$ cat config.mk
export PLATFORM = sky130hd
export DESIGN_NAME = ecoc_offload
export DESIGN_NICKNAME = d
export VERILOG_FILES = /design/src/logic/ecoc_pkg.sv /design/src/logic/ecoc_csum_acc.sv /design/src/logic/ecoc_offload.sv
export VERILOG_INCLUDE_DIRS = /design/src /design/src/logic
export SDC_FILE = /design/constraint.sdc
export NUM_CORES = 1
export LEC_CHECK = 0
export ABC_AREA = 1
export BUFFER_PORTS_ARGS = -buffer_cell sky130_fd_sc_hd__buf_2
export CELL_PAD_IN_SITES_DETAIL_PLACEMENT = 1
export CELL_PAD_IN_SITES_GLOBAL_PLACEMENT = 2
export CORE_MARGIN = 5
export CORE_UTILIZATION = 30
export CTS_CLUSTER_DIAMETER = 150
export DETAILED_ROUTE_END_ITERATION = 8
export PLACE_DENSITY_LB_ADDON = 0.05
export SLEW_MARGIN = 10
export SYNTH_ARGS = -nofsm -noshare
export SYNTH_HDL_FRONTEND = slang
export SYNTH_SLANG_ARGS = --single-unit
$ cat constraint.sdc
create_clock -name clk_i -period 3.9 [get_ports clk_i]
set_input_delay 0 -clock clk_i [delete_from_list [all_inputs] [get_ports clk_i]]
set_output_delay 0 -clock clk_i [all_outputs]
set_load 0.01 [all_outputs]
$ cat src/logic/ecoc_params.svh
// Purpose: offsets, field positions, widths, lengths and protocol codes for the checksum offload block
// Assumes: classic Wishbone, 32-bit data, byte addresses
// Notes: definitions only
`ifndef ECOC_PARAMS_SVH
`define ECOC_PARAMS_SVH
`define ECOC_ADDR_W 4
`define ECOC_OFS_OPMODE 4'h0
`define ECOC_OFS_MISSED 4'h4
`define ECOC_OFS_STATUS 4'h8
`define ECOC_OFS_CTRL 4'hC
`define ECOC_BIT_FWD_ERR 26
`define ECOC_BIT_NODESC_OVF 16
`define ECOC_BIT_FIFO_OVF 28
`define ECOC_NODESC_W 16
`define ECOC_FIFO_W 11
`define ECOC_FIFO_LSB 17
`define ECOC_IPV6_HDR_LEN 16'h0028
`define ECOC_EXT_BASE 16'h0008
`define ECOC_ETH_HDR_LEN 16'h000E
`define ECOC_NH_HOPOPT 8'h00
`define ECOC_NH_ROUTING 8'h2B
`define ECOC_NH_DSTOPT 8'h3C
`define ECOC_NH_AUTH 8'h33
`define ECOC_NH_TCP 8'h06
`define ECOC_NH_UDP 8'h11
`define ECOC_NH_ICMP 8'h01
`define ECOC_NH_ICMP6 8'h3A
`define ECOC_ET_IPV4 16'h0800
`define ECOC_ET_IPV6 16'h86DD
`endif

$ cat src/logic/ecoc_pkg.sv
// Purpose: types for the checksum offload block
// Assumes: ecoc_params.svh holds offsets, widths and protocol codes; state codes are here
// Notes: byte stream carrier
package ecoc_pkg;
  typedef struct packed {
    logic [7:0] data;
    logic sof;
    logic eof;
  } ecoc_byte_type;
  typedef enum logic [2:0] {
    ST_ETH = 3'b000,
    ST_IPHDR = 3'b001,
    ST_EXT = 3'b010,
    ST_PAYLOAD = 3'b011,
    ST_SKIP = 3'b100
  } ecoc_state_type;
  typedef struct packed {
    logic csum_err;
    logic auth_seen;
    logic drop;
  } ecoc_rx_status_type;
endpackage : ecoc_pkg
$ cat src/logic/ecoc_csum_acc.sv
// Purpose: ones-complement 16-bit sum over a byte stream
// Assumes: bytes arrive in network order
// Notes: used once, receive direction only
`timescale 1ns/10ps
module ecoc_csum_acc (
  input wire logic clk_i,
  input wire logic rst_i,
  input wire logic clear_i,
  input wire logic add_i,
  input wire logic [7:0] byte_i,
  input wire logic odd_i,
  output logic [15:0] sum_o
);
  logic [15:0] sum_ff;
  logic [15:0] nxt_sum;
  logic [16:0] wide;
  always_comb begin
    wide = {1'b0, sum_ff} + (odd_i ? {9'h000, byte_i} : {1'b0, byte_i, 8'h00});
    nxt_sum = sum_ff;
    if (clear_i) begin
      nxt_sum = 16'h0000;
    end else if (add_i) begin
      nxt_sum = wide[15:0] + {15'h0000, wide[16]};
    end
  end
  always_ff @(posedge clk_i) begin
    if (rst_i) begin
      sum_ff <= 16'h0000;
    end else begin
      sum_ff <= nxt_sum;
    end
  end
  assign sum_o = sum_ff;
endmodule : ecoc_csum_acc

$ cat src/logic/ecoc_offload.sv
// Purpose: receive payload checksum check with ipv6 extension walk, missed-frame counters
// Assumes: one byte per cycle on rx stream, tx permit reuses the rx walker's auth flag
// Notes: Wishbone classic slave, ack one cycle after stb
// Functional notes
// - transmit offload computes and inserts ipv4 header or transport checksum per packet; here only the tx_insert_ok_o permit is produced
// - base ipv6 header is 40 bytes; extension headers walked to payload start
// - extension size is length times N plus 8; N=4 auth, else 8
// - fewer payload bytes than declared length reports payload checksum error
// - transmit ipv6 with auth header skips insertion, packet unchanged
// - receive computes transport checksum, mismatch sets payload error status
// - payload length differing from ip header expectation sets payload error
// - error frames dropped unless forward bit 26 of operation mode set
// - two missed-frame counters: no descriptor, and fifo overflow
// - overflow flags at bits 16 and 28 set on counter rollover
// - flags stay set until register read; second rollover keeps them
//
// Local design decisions: the Wishbone register port and the address map.
`timescale 1ns/10ps
`include "ecoc_params.svh"
module ecoc_offload import ecoc_pkg::*; (
  input wire logic clk_i,
  input wire logic rst_i,
  input wire logic wb_cyc_i,
  input wire logic wb_stb_i,
  input wire logic wb_we_i,
  input wire logic [`ECOC_ADDR_W-1:0] wb_adr_i,
  input wire logic [3:0] wb_sel_i,
  input wire logic [31:0] wb_dat_i,
  output logic [31:0] wb_dat_o,
  output logic wb_ack_o,
  input wire ecoc_byte_type rx_byte_i,
  input wire logic rx_valid_i,
  input wire logic tx_csum_req_i,
  input wire logic miss_nodesc_i,
  input wire logic miss_fifo_i,
  output ecoc_rx_status_type rx_status_o,
  output logic rx_status_valid_o,
  output logic tx_insert_ok_o
);
  // ---------------------------------------------------------------
  // registers and bus
  // ---------------------------------------------------------------
  logic forward_csum_error_frames_ff, nxt_forward;
  logic tx_offload_en_ff, nxt_tx_en;
  logic ack_ff, nxt_ack;
  logic [31:0] dat_ff, nxt_dat;
  logic [`ECOC_NODESC_W-1:0] nodesc_cnt_ff, nxt_nodesc_cnt;
  logic [`ECOC_FIFO_W-1:0] fifo_cnt_ff, nxt_fifo_cnt;
  logic nodesc_ovf_ff, nxt_nodesc_ovf, fifo_ovf_ff, nxt_fifo_ovf;
  ecoc_rx_status_type last_status_ff, nxt_last_status;
  logic bus_req, rd_missed;
  assign bus_req = wb_cyc_i && wb_stb_i && !ack_ff;
  assign rd_missed = bus_req && !wb_we_i && (wb_adr_i == `ECOC_OFS_MISSED);
  // ---------------------------------------------------------------
  // rx parse state
  // ---------------------------------------------------------------
  ecoc_state_type st_ff, nxt_st;
  logic [15:0] cnt_ff, nxt_cnt;
  logic [15:0] seg_len_ff, nxt_seg_len;
  logic [15:0] pay_len_ff, nxt_pay_len;
  logic [15:0] pay_seen_ff, nxt_pay_seen;
  logic [15:0] etype_ff, nxt_etype;
  logic [7:0] nh_ff, nxt_nh;
  logic [7:0] cur_hdr_ff, nxt_cur_hdr;
  logic is_v6_ff, nxt_is_v6, auth_ff, nxt_auth;
  logic st_valid_ff, nxt_st_valid;
  ecoc_rx_status_type st_out_ff, nxt_st_out;
  logic csum_clear, csum_add;
  logic [15:0] csum_sum;
  logic [7:0] b;
  logic in_pay;
  logic [16:0] fin_wide;
  logic [15:0] fin_sum;
  assign b = rx_byte_i.data;
  // eof byte not yet in the accumulator, fold it in here
  assign fin_wide = {1'b0, csum_sum} + (pay_seen_ff[0] ? {9'h000, b} : {1'b0, b, 8'h00});
  assign fin_sum = fin_wide[15:0] + {15'h0000, fin_wide[16]};
  assign in_pay = (st_ff == ST_PAYLOAD);
  assign csum_clear = rx_valid_i && rx_byte_i.sof;
  assign csum_add = rx_valid_i && in_pay && !rx_byte_i.sof;
  ecoc_csum_acc u_acc (
    .clk_i(clk_i),
    .rst_i(rst_i),
    .clear_i(csum_clear),
    .add_i(csum_add),
    .byte_i(b),
    .odd_i(pay_seen_ff[0]),
    .sum_o(csum_sum)
  );
  function automatic logic is_ext(input logic [7:0] nh);
    is_ext = (nh == `ECOC_NH_HOPOPT) || (nh == `ECOC_NH_ROUTING) ||
             (nh == `ECOC_NH_DSTOPT) || (nh == `ECOC_NH_AUTH);
  endfunction : is_ext
  function automatic logic is_l4(input logic [7:0] nh);
    is_l4 = (nh == `ECOC_NH_TCP) || (nh == `ECOC_NH_UDP) ||
            (nh == `ECOC_NH_ICMP) || (nh == `ECOC_NH_ICMP6);
  endfunction : is_l4
  always_comb begin
    nxt_st = st_ff;
    nxt_cnt = cnt_ff;
    nxt_seg_len = seg_len_ff;
    nxt_pay_len = pay_len_ff;
    nxt_pay_seen = pay_seen_ff;
    nxt_etype = etype_ff;
    nxt_nh = nh_ff;
    nxt_cur_hdr = cur_hdr_ff;
    nxt_is_v6 = is_v6_ff;
    nxt_auth = auth_ff;
    nxt_st_valid = 1'b0;
    nxt_st_out = st_out_ff;
    if (rx_valid_i) begin
      if (rx_byte_i.sof) begin
        nxt_st = ST_ETH;
        nxt_cnt = 16'h0001;
        nxt_auth = 1'b0;
        nxt_pay_seen = 16'h0000;
      end else begin
        nxt_cnt = cnt_ff + 16'h0001;
        case (st_ff)
          ST_ETH: begin
            if (cnt_ff == 16'h000C) nxt_etype[15:8] = b;
            if (cnt_ff == 16'h000D) begin
              nxt_etype[7:0] = b;
              nxt_cnt = 16'h0000;
              nxt_is_v6 = ({etype_ff[15:8], b} == `ECOC_ET_IPV6);
              nxt_st = ({etype_ff[15:8], b} == `ECOC_ET_IPV6 || {etype_ff[15:8], b} == `ECOC_ET_IPV4)
                       ? ST_IPHDR : ST_SKIP;
              nxt_seg_len = `ECOC_IPV6_HDR_LEN;
            end
          end
          ST_IPHDR: begin
            if (!is_v6_ff && cnt_ff == 16'h0000) nxt_seg_len = {10'h000, b[3:0], 2'b00};
            if (!is_v6_ff && cnt_ff == 16'h0002) nxt_pay_len[15:8] = b;
            if (!is_v6_ff && cnt_ff == 16'h0003) nxt_pay_len = {pay_len_ff[15:8], b} - seg_len_ff;
            if (!is_v6_ff && cnt_ff == 16'h0009) nxt_nh = b;
            if (is_v6_ff && cnt_ff == 16'h0004) nxt_pay_len[15:8] = b;
            if (is_v6_ff && cnt_ff == 16'h0005) nxt_pay_len[7:0] = b;
            if (is_v6_ff && cnt_ff == 16'h0006) nxt_nh = b;
            if (cnt_ff == seg_len_ff - 16'h0001) begin
              nxt_cnt = 16'h0000;
              nxt_st = is_l4(nh_ff) ? ST_PAYLOAD : (is_v6_ff && is_ext(nh_ff)) ? ST_EXT : ST_SKIP;
              nxt_cur_hdr = nh_ff;
              nxt_seg_len = `ECOC_EXT_BASE;
            end
          end
          ST_EXT: begin
            if (cnt_ff == 16'h0000) nxt_nh = b;
            if (cnt_ff == 16'h0001) begin
              nxt_seg_len = (cur_hdr_ff == `ECOC_NH_AUTH)
                            ? {6'h00, b, 2'b00} + `ECOC_EXT_BASE
                            : {5'h00, b, 3'b000} + `ECOC_EXT_BASE;
              if (cur_hdr_ff == `ECOC_NH_AUTH) nxt_auth = 1'b1;
            end
            if (cnt_ff == seg_len_ff - 16'h0001 && cnt_ff > 16'h0001) begin
              nxt_cnt = 16'h0000;
              nxt_pay_len = pay_len_ff - seg_len_ff;
              nxt_cur_hdr = nh_ff;
              nxt_st = is_l4(nh_ff) ? ST_PAYLOAD : is_ext(nh_ff) ? ST_EXT : ST_SKIP;
            end
          end
          ST_PAYLOAD: begin
            nxt_pay_seen = pay_seen_ff + 16'h0001;
          end
          default: begin
            nxt_st = ST_SKIP;
          end
        endcase
        if (rx_byte_i.eof) begin
          nxt_st_valid = 1'b1;
          nxt_st_out.auth_seen = nxt_auth;
          nxt_st_out.csum_err = 1'b0;
          if (st_ff == ST_PAYLOAD) begin
            nxt_st_out.csum_err = (nxt_pay_seen != pay_len_ff) ||
                                  (fin_sum != 16'hFFFF);
          end
          nxt_st_out.drop = nxt_st_out.csum_err && !forward_csum_error_frames_ff;
        end
      end
    end
  end
  always_ff @(posedge clk_i) begin
    if (rst_i) begin
      st_ff <= ST_SKIP;
      cnt_ff <= 16'h0000;
      seg_len_ff <= 16'h0000;
      pay_len_ff <= 16'h0000;
      pay_seen_ff <= 16'h0000;
      etype_ff <= 16'h0000;
      nh_ff <= 8'h00;
      cur_hdr_ff <= 8'h00;
      is_v6_ff <= 1'b0;
      auth_ff <= 1'b0;
      st_valid_ff <= 1'b0;
      st_out_ff <= '0;
    end else begin
      st_ff <= nxt_st;
      cnt_ff <= nxt_cnt;
      seg_len_ff <= nxt_seg_len;
      pay_len_ff <= nxt_pay_len;
      pay_seen_ff <= nxt_pay_seen;
      etype_ff <= nxt_etype;
      nh_ff <= nxt_nh;
      cur_hdr_ff <= nxt_cur_hdr;
      is_v6_ff <= nxt_is_v6;
      auth_ff <= nxt_auth;
      st_valid_ff <= nxt_st_valid;
      st_out_ff <= nxt_st_out;
    end
  end
  assign rx_status_o = st_out_ff;
  assign rx_status_valid_o = st_valid_ff;
  // tx insertion allowed only when enabled, requested and no auth header seen
  assign tx_insert_ok_o = tx_offload_en_ff && tx_csum_req_i && !(is_v6_ff && auth_ff);
  // ---------------------------------------------------------------
  // missed-frame counters and register file
  // ---------------------------------------------------------------
  always_comb begin
    nxt_nodesc_cnt = nodesc_cnt_ff;
    nxt_fifo_cnt = fifo_cnt_ff;
    nxt_nodesc_ovf = nodesc_ovf_ff;
    nxt_fifo_ovf = fifo_ovf_ff;
    if (rd_missed) begin
      nxt_nodesc_cnt = '0;
      nxt_fifo_cnt = '0;
      nxt_nodesc_ovf = 1'b0;
      nxt_fifo_ovf = 1'b0;
    end
    if (miss_nodesc_i) begin
      nxt_nodesc_cnt = nxt_nodesc_cnt + 1'b1;
      if (&nodesc_cnt_ff && !rd_missed) nxt_nodesc_ovf = 1'b1;
    end
    if (miss_fifo_i) begin
      nxt_fifo_cnt = nxt_fifo_cnt + 1'b1;
      if (&fifo_cnt_ff && !rd_missed) nxt_fifo_ovf = 1'b1;
    end
    nxt_forward = forward_csum_error_frames_ff;
    nxt_tx_en = tx_offload_en_ff;
    nxt_ack = bus_req;
    nxt_dat = dat_ff;
    nxt_last_status = rx_status_valid_o ? st_out_ff : last_status_ff;
    if (bus_req && wb_we_i) begin
      if (wb_adr_i == `ECOC_OFS_OPMODE && wb_sel_i[3]) nxt_forward = wb_dat_i[`ECOC_BIT_FWD_ERR];
      if (wb_adr_i == `ECOC_OFS_CTRL && wb_sel_i[0]) nxt_tx_en = wb_dat_i[0];
    end
    if (bus_req && !wb_we_i) begin
      nxt_dat = 32'h00000000;
      case (wb_adr_i)
        `ECOC_OFS_OPMODE: nxt_dat[`ECOC_BIT_FWD_ERR] = forward_csum_error_frames_ff;
        `ECOC_OFS_MISSED: begin
          nxt_dat[`ECOC_NODESC_W-1:0] = nodesc_cnt_ff;
          nxt_dat[`ECOC_BIT_NODESC_OVF] = nodesc_ovf_ff;
          nxt_dat[`ECOC_FIFO_LSB+`ECOC_FIFO_W-1:`ECOC_FIFO_LSB] = fifo_cnt_ff;
          nxt_dat[`ECOC_BIT_FIFO_OVF] = fifo_ovf_ff;
        end
        `ECOC_OFS_STATUS: nxt_dat[2:0] = last_status_ff;
        `ECOC_OFS_CTRL: nxt_dat[0] = tx_offload_en_ff;
        default: nxt_dat = 32'h00000000;
      endcase
    end
  end
  always_ff @(posedge clk_i) begin
    if (rst_i) begin
      nodesc_cnt_ff <= '0;
      fifo_cnt_ff <= '0;
      nodesc_ovf_ff <= 1'b0;
      fifo_ovf_ff <= 1'b0;
      forward_csum_error_frames_ff <= 1'b0;
      tx_offload_en_ff <= 1'b0;
      ack_ff <= 1'b0;
      dat_ff <= 32'h00000000;
      last_status_ff <= '0;
    end else begin
      nodesc_cnt_ff <= nxt_nodesc_cnt;
      fifo_cnt_ff <= nxt_fifo_cnt;
      nodesc_ovf_ff <= nxt_nodesc_ovf;
      fifo_ovf_ff <= nxt_fifo_ovf;
      forward_csum_error_frames_ff <= nxt_forward;
      tx_offload_en_ff <= nxt_tx_en;
      ack_ff <= nxt_ack;
      dat_ff <= nxt_dat;
      last_status_ff <= nxt_last_status;
    end
  end
  assign wb_ack_o = ack_ff;
  assign wb_dat_o = dat_ff;
endmodule : ecoc_offload

==> impl_metrics.ini, run 1 <==
[clocking]
root_buffer = clkbuf_16
clk_pin_slew_ps = 70
clock_path_buffers = 2
clock_sinks = 171
cts_max_level = 4
cts_buffers = 17
clk_latency_ps = 460
cts_tree = built

[cells_and_area]
final_util_pct = 35.9
multi_input_area_um2 = 7440
n_fill_cell = 5040
final_layout_size_suffix_gt1_share_pct = 14.4
diodes = 0
synthToLayoutAreaGrowth_pct = 17.6
regArea_um2 = 3420
layout.nets = 2053
design_area_um2 = 14000

[sta]
worst_slack_ps = 160
rsz0062_at_grt = true
fin_skew_ps = 17.4
fin_crit_sh_pct = 95.9
slew_headroom_pct = 33.9
hold_viol_final = 0
whs_ps = 53.2
tightest_slew_ps = 990
fin_crit_ps = 3740
drv_slew = 0
finalSetupViolCount = 0
clock.fmax_mhz = 267

[floorplan]
core.rowCount = 72
fp.dieW_um = 209
fp.dieH_um = 209
io_pins = 97
core_um2 = 38900
start_util_pct = 30.5
die_area_um2 = 43600

[setup_path]
worst_path_max_delay_cell = fa_2
cp_top_family = simple AND/OR/NAND/NOR gates
cp.required_ps = 4210
start_kind = flop
cpMostUsedCell = nand2_2
arrival_ps = 4050
end_kind = flop
crit_type = reg2reg
cp.buffers_inverters = 5
crit_path_max_fanout = 3
critPathMaxStageDelay_ps = 390

[yosys]
ys_seq_area_share_pct = 28.8
async_flop_share_pct = 0
synthTopCellsByArea = dfxtp_1 29%, nand2_1 13%, nor2_1 7.2%, inv_1 7.1%, nand3_1 6.3%
yosys.area.top_type_share_pct = 28.8
netlist_area_um2 = 11900
synthMuxAreaShare_pct = 0
yosysWarnings = 0
synth_top_family_by_area = simple AND/OR/NAND/NOR gates
synth-main-ff-cell = dfxtp_1
synth_area_per_cell_um2 = 6.40
syn-instance-count = 1854
ys_types = 63
synth-simple-area-share_pct = 34.9
synthXorXnorAreaFrac_pct = 3.03
synthAdderAreaFrac_pct = 5.46
yosys.area.top_type = dfxtp_1
ys_ff_latch = 171
synth_compound_area_share_pct = 17.3
synth_edf_count = 0

[pwr]
p_leak_nw = 6.00
power_mw = 4.29
peakVddDrop_mv = 0.329
power_density_nw_per_um2 = 307

[detailed_routing]
wirelength_mm = 44.1
ant_nets = 0
dr.pass1.iters = 5
drcViolationCount = 0
wl_per_cell_um = 17.8
via_per_inst = 5.03
detailroute.via_count = 12500
first_iter_violations = 484

[placement]
finalWeightedCongestion = 0.827
placed_cell_area_um2 = 12900
dpl.hpwl_mm = 34.0
io_buffers = 61
place_worst_setup_slack_ps = -137

[status]
status = complete, no violations

[global_routing]
overflow = 0
antenna_found_initial = 0
grt_use_total_pct = 20.0
grt_pass1_wl_mm = 70.4
grt_pass1_vias = 12700
grt_max_degree = 64

[run]
maxCapViolCount = 0

[min_path]
hp-class = in2reg
==> cell type report <==
type | count | area share, %
clock buffers | 20 | 3.27
clock inverters | 12 | 1.10
inverters | 243 | 6.59
multi-input cells | 1377 | 53.3
flip-flops and latches | 171 | 24.5
well taps | 518 | 4.64
repair buffers | 134 | 6.52
==> through the flow <==
step,setup TNS [ps],instances
5_1_grt,-488,2475
2_1_floorplan,0,1856
6_report,0,2475
3_5_place_dp,-260,2418
3_3_place_gp,-5.99,2418
4_1_cts,0,2470
==> where the power goes <==
part / switching (mW) / leakage (nW) / internal [mW]
registers: 0.0260 / 1.38 / 1.77
logic: 0.446 / 4.33 / 0.209
clock network: 0.844 / 0.295 / 0.998
==> per-layer routing <==
layer / wire length (um) / up-vias / global-route usage (%)
met3: 983 / 30 / 2.53
met4: 561 / 0 / 4.10
li1: - / 6286 / -
met5: 0 / - / 0
met1: 20900 / 6017 / 26.3
met2: 21700 / 118 / 35.4
==> cell usage in the layout, fill, tap and decap left out, types with 32 or more instances in the layout <==
cell and instances:
dfxtp_1 170, nand3_1 139, o21ai_0 104, nor2_1 216
nand4_1 32, ha_1 41, buf_4 52, xor2_1 34
nand2_1 400, buf_2 61, a21oi_1 145, inv_1 217
==> worst paths after layout <==
kind / startpoint / end / slack [ps] / cells after the start
min reg2reg: last_status_ff[0] / last_status_ff[0] / 480 / 2
max reg2reg: pay_seen_ff[0] / rx_status_o[2] / 160 / 31
min: wb_stb_i / wb_dat_o[0] / 50 / 6
max: pay_seen_ff[0] / rx_status_o[2] / 160 / 31
==> worst register-to-register path, delay by kind of cell (launching register included) <==
family	cells	cell delay, ps
and+or+nand+nor	20	1850
buffers and inverters	5	320
DFF	1	340
AOI/OAI and AO/OA	3	270
adders and majority gates	3	820
==> cells by family after synthesis <==
kind of cell | count (synthesis)
buffers and inverters | 308
AND/OR/NAND/NOR | 927
flip-flops | 171
adder cells (fa/ha/maj) | 50
AO/OA/AOI/OAI | 356
other | 1
XOR/XNOR | 41
==> synthesized netlist by cell type, types with 3 or more instances <==
master,count
o21a_1,4
o31ai_1,5
inv_4,3
nor4_1,7
nand4_1,32
buf_2,10
buf_1,3
clkbuf_1,42
o21ai_1,6
a211oi_1,21
nor3_2,3
a21oi_1,148
inv_1,223
nor2_1,227
a22oi_1,26
ha_1,47
a31oi_1,5
o22ai_1,3
nand2_2,8
a21oi_2,6
clkinv_1,4
dfxtp_1,171
xor2_1,34
nand3_2,5
fa_1,3
buf_4,6
a211oi_2,3
nor2_2,14
nand3_4,3
nor3_1,31
o211ai_1,8
inv_2,13
xnor2_1,7
nand3b_1,12
nand2_1,418
nand3_1,150
o21ai_0,106
o21ai_2,3
==> state kept, by name, summed over array words and instances (netlist names), 10 cells and up <==
register and count:
cnt_ff 16, wb_dat_o 29, seg_len_ff 10, pay_seen_ff 16, u_acc.sum_o 16, fifo_cnt_ff 11, nodesc_cnt_ff 16, pay_len_ff 16
==> timing repair <==
action                                 4_1_cts  5_1_grt
setup buffers                                2        5
pin swaps                                    8       26
hold buffers                                18        0
endpoints found under the hold margin       21        0
resized for setup                           10       60
setup endpoints to repair                    2        6
No activity file was read; power rests on OpenSTA's default activity.
==> run 2: changes to the inputs <==
--- a/config.mk
+++ b/config.mk
@@ -8,13 +8,10 @@
 export LEC_CHECK = 0
 export ABC_AREA = 1
 export BUFFER_PORTS_ARGS = -buffer_cell sky130_fd_sc_hd__buf_2
-export CELL_PAD_IN_SITES_DETAIL_PLACEMENT = 1
-export CELL_PAD_IN_SITES_GLOBAL_PLACEMENT = 2
 export CORE_MARGIN = 5
-export CORE_UTILIZATION = 30
+export CORE_UTILIZATION = 36
 export CTS_CLUSTER_DIAMETER = 150
 export DETAILED_ROUTE_END_ITERATION = 8
-export PLACE_DENSITY_LB_ADDON = 0.05
 export SLEW_MARGIN = 10
 export SYNTH_ARGS = -nofsm -noshare
 export SYNTH_HDL_FRONTEND = slang
==> impl_metrics.ini, run 2 (synthesis gave the netlist of run 1 again) <==
[status]
status = complete, no violations

[detailed_routing]
wirelength_mm = 36.6
detailroute.via_count = 12400
dr.pass1.iters = 5
first_iter_violations = 783
wl_per_cell_um = 15.4
via_per_inst = 5.21
ant_nets = 0
drcViolationCount = 0

[setup_path]
cp.buffers_inverters = 4
arrival_ps = 4110
ff2ff_path_depth = 31
crit_path_max_fanout = 4
reg2reg_slack_ps = 100
end_kind = flop
crit_type = reg2reg
cpMostUsedCell = nand2_2
crit_start = pay_seen_ff[0]
timing.rr.start = pay_seen_ff[0]
crit_end = rx_status_o[0]
start_kind = flop
reg2reg_to = rx_status_o[0]
cp.required_ps = 4220
critPathMaxStageDelay_ps = 370
crit_cells = 31
cp_top_family = simple AND/OR/NAND/NOR gates
worst_path_max_delay_cell = dfxtp_4

[floorplan]
core.rowCount = 66
core_um2 = 32500
start_util_pct = 36.5
io_pins = 97
fp.dieW_um = 192
fp.dieH_um = 192
die_area_um2 = 36700

[clocking]
cts_tree = built
clk_pin_slew_ps = 70
clk_latency_ps = 450
root_buffer = clkbuf_16
cts_max_level = 4
clock_path_buffers = 2
clock_sinks = 171
cts_buffers = 17

[cells_and_area]
layout.nets = 2037
largest_register_ffs = 29
layout_common_cells = 399 x nand2_1, 216 x inv_1, 215 x nor2_1, 170 x dfxtp_1, 145 x a21oi_1
final_util_pct = 42.4
synthToLayoutAreaGrowth_pct = 16.2
final_common_cell = nand2_1
final_layout_size_suffix_gt1_share_pct = 13.8
stdcell_count = 2383
diodes = 0

[global_routing]
grt_use_total_pct = 19.7
overflow = 0
grt_pass1_vias = 11600
grt_max_degree = 54
antenna_found_initial = 0
grt_pass1_wl_mm = 58.5

[placement]
placed_cells = 2324
place_worst_setup_slack_ps = -38.4
io_buffers = 61
finalWeightedCongestion = 0.940
dpl.hpwl_mm = 27.2

[pwr]
peakVddDrop_mv = 0.350
power_density_nw_per_um2 = 306
p_leak_nw = 5.89

[sta]
hold_viol_final = 0
tightest_slew_ps = 913
rsz0062_at_grt = true
finalSetupViolCount = 0
slew_headroom_pct = 39.0
drv_slew = 0
fin_crit_ps = 3800
fin_crit_sh_pct = 97.3
setup_tns_ps = 0
clock.fmax_mhz = 263
worst_slack_ps = 104
fin_skew_ps = 19.8

[min_path]
hp-class = in2reg
min_path_cells = 3

[run]
maxCapViolCount = 0
-- run 2: cell types whose count changed in the layout (fill, tap and decap cells not counted), moves of 2 or more --
cell,previous run,this run
nand3_1,139,142
nand3_4,3,5
ha_1,41,39
nand3_2,16,11
buf_4,52,38
ha_4,3,5
nand2_4,4,6
-- run 2: worst min-delay path, delay by kind of cell --
kind	cells	cell delay (ps)
and+or+nand+nor	1	160
buffers and inverters	1	210
AOI/OAI and AO/OA	1	50
-- run 2: final cells by class --
| type | instances | area (um2) |
|---|---|---|
| Inverter | 243 | 920 |
| Clock inverter | 14 | 181 |
| Clock buffer | 18 | 439 |
| Sequential cell | 171 | 3430 |
| Tap cell | 442 | 553 |
| Fill cell | 3411 | 18700 |
| Multi-Input combinational cell | 1377 | 7480 |
| Timing Repair Buffer | 118 | 788 |
-- run 2: per-layer routing --
layer	track usage (%)	routed length (um)	vias to the layer above
met4	7.10	1020	0
met1	25.7	17000	5763
li1	-	-	6258
met3	2.94	1670	65
met2	33.0	17000	331
met5	0	0	-
-- run 2: power by group --
part | internal [mW] | total [mW] | switching (mW)
Sequential | 1.77 | 1.79 | 0.0277
Clock | 0.988 | 1.80 | 0.816
Combinational | 0.202 | 0.619 | 0.417
-- run 2: worst min path at each step --
| stage | start | endpoint | slack (ps) |
|---|---|---|---|
| 5_1_grt | rx_byte_i[7] | nh_ff[5] | 50 |
| 6_report | rx_byte_i[7] | nh_ff[5] | 30 |
| 4_1_cts | rx_byte_i[7] | nh_ff[5] | 4 |
| 3_5_place_dp | miss_fifo_i | fifo_cnt_ff[0] | 270 |
| 2_1_floorplan | miss_fifo_i | fifo_cnt_ff[0] | 90 |
| 3_3_place_gp | miss_fifo_i | fifo_cnt_ff[0] | 250 |
-- run 2: repair_timing --
action	in CTS	in global routing
hold buffers	18	0
setup buffers	3	6
setup endpoints to repair	2	6
gates resized for setup	9	69
endpoints found under the hold margin	23	0
pin swaps	8	25
-- run 2: per-stage QoR --
step           power [mW]  area [um2]  hold slack, ps
6_report             4.22       13800            27.2
2_1_floorplan        2.27       11900            90.0
3_3_place_gp         2.42       12600             252
3_5_place_dp         2.42       12600             268
5_1_grt              4.40       13800            52.9
4_1_cts              4.25       13500            4.00
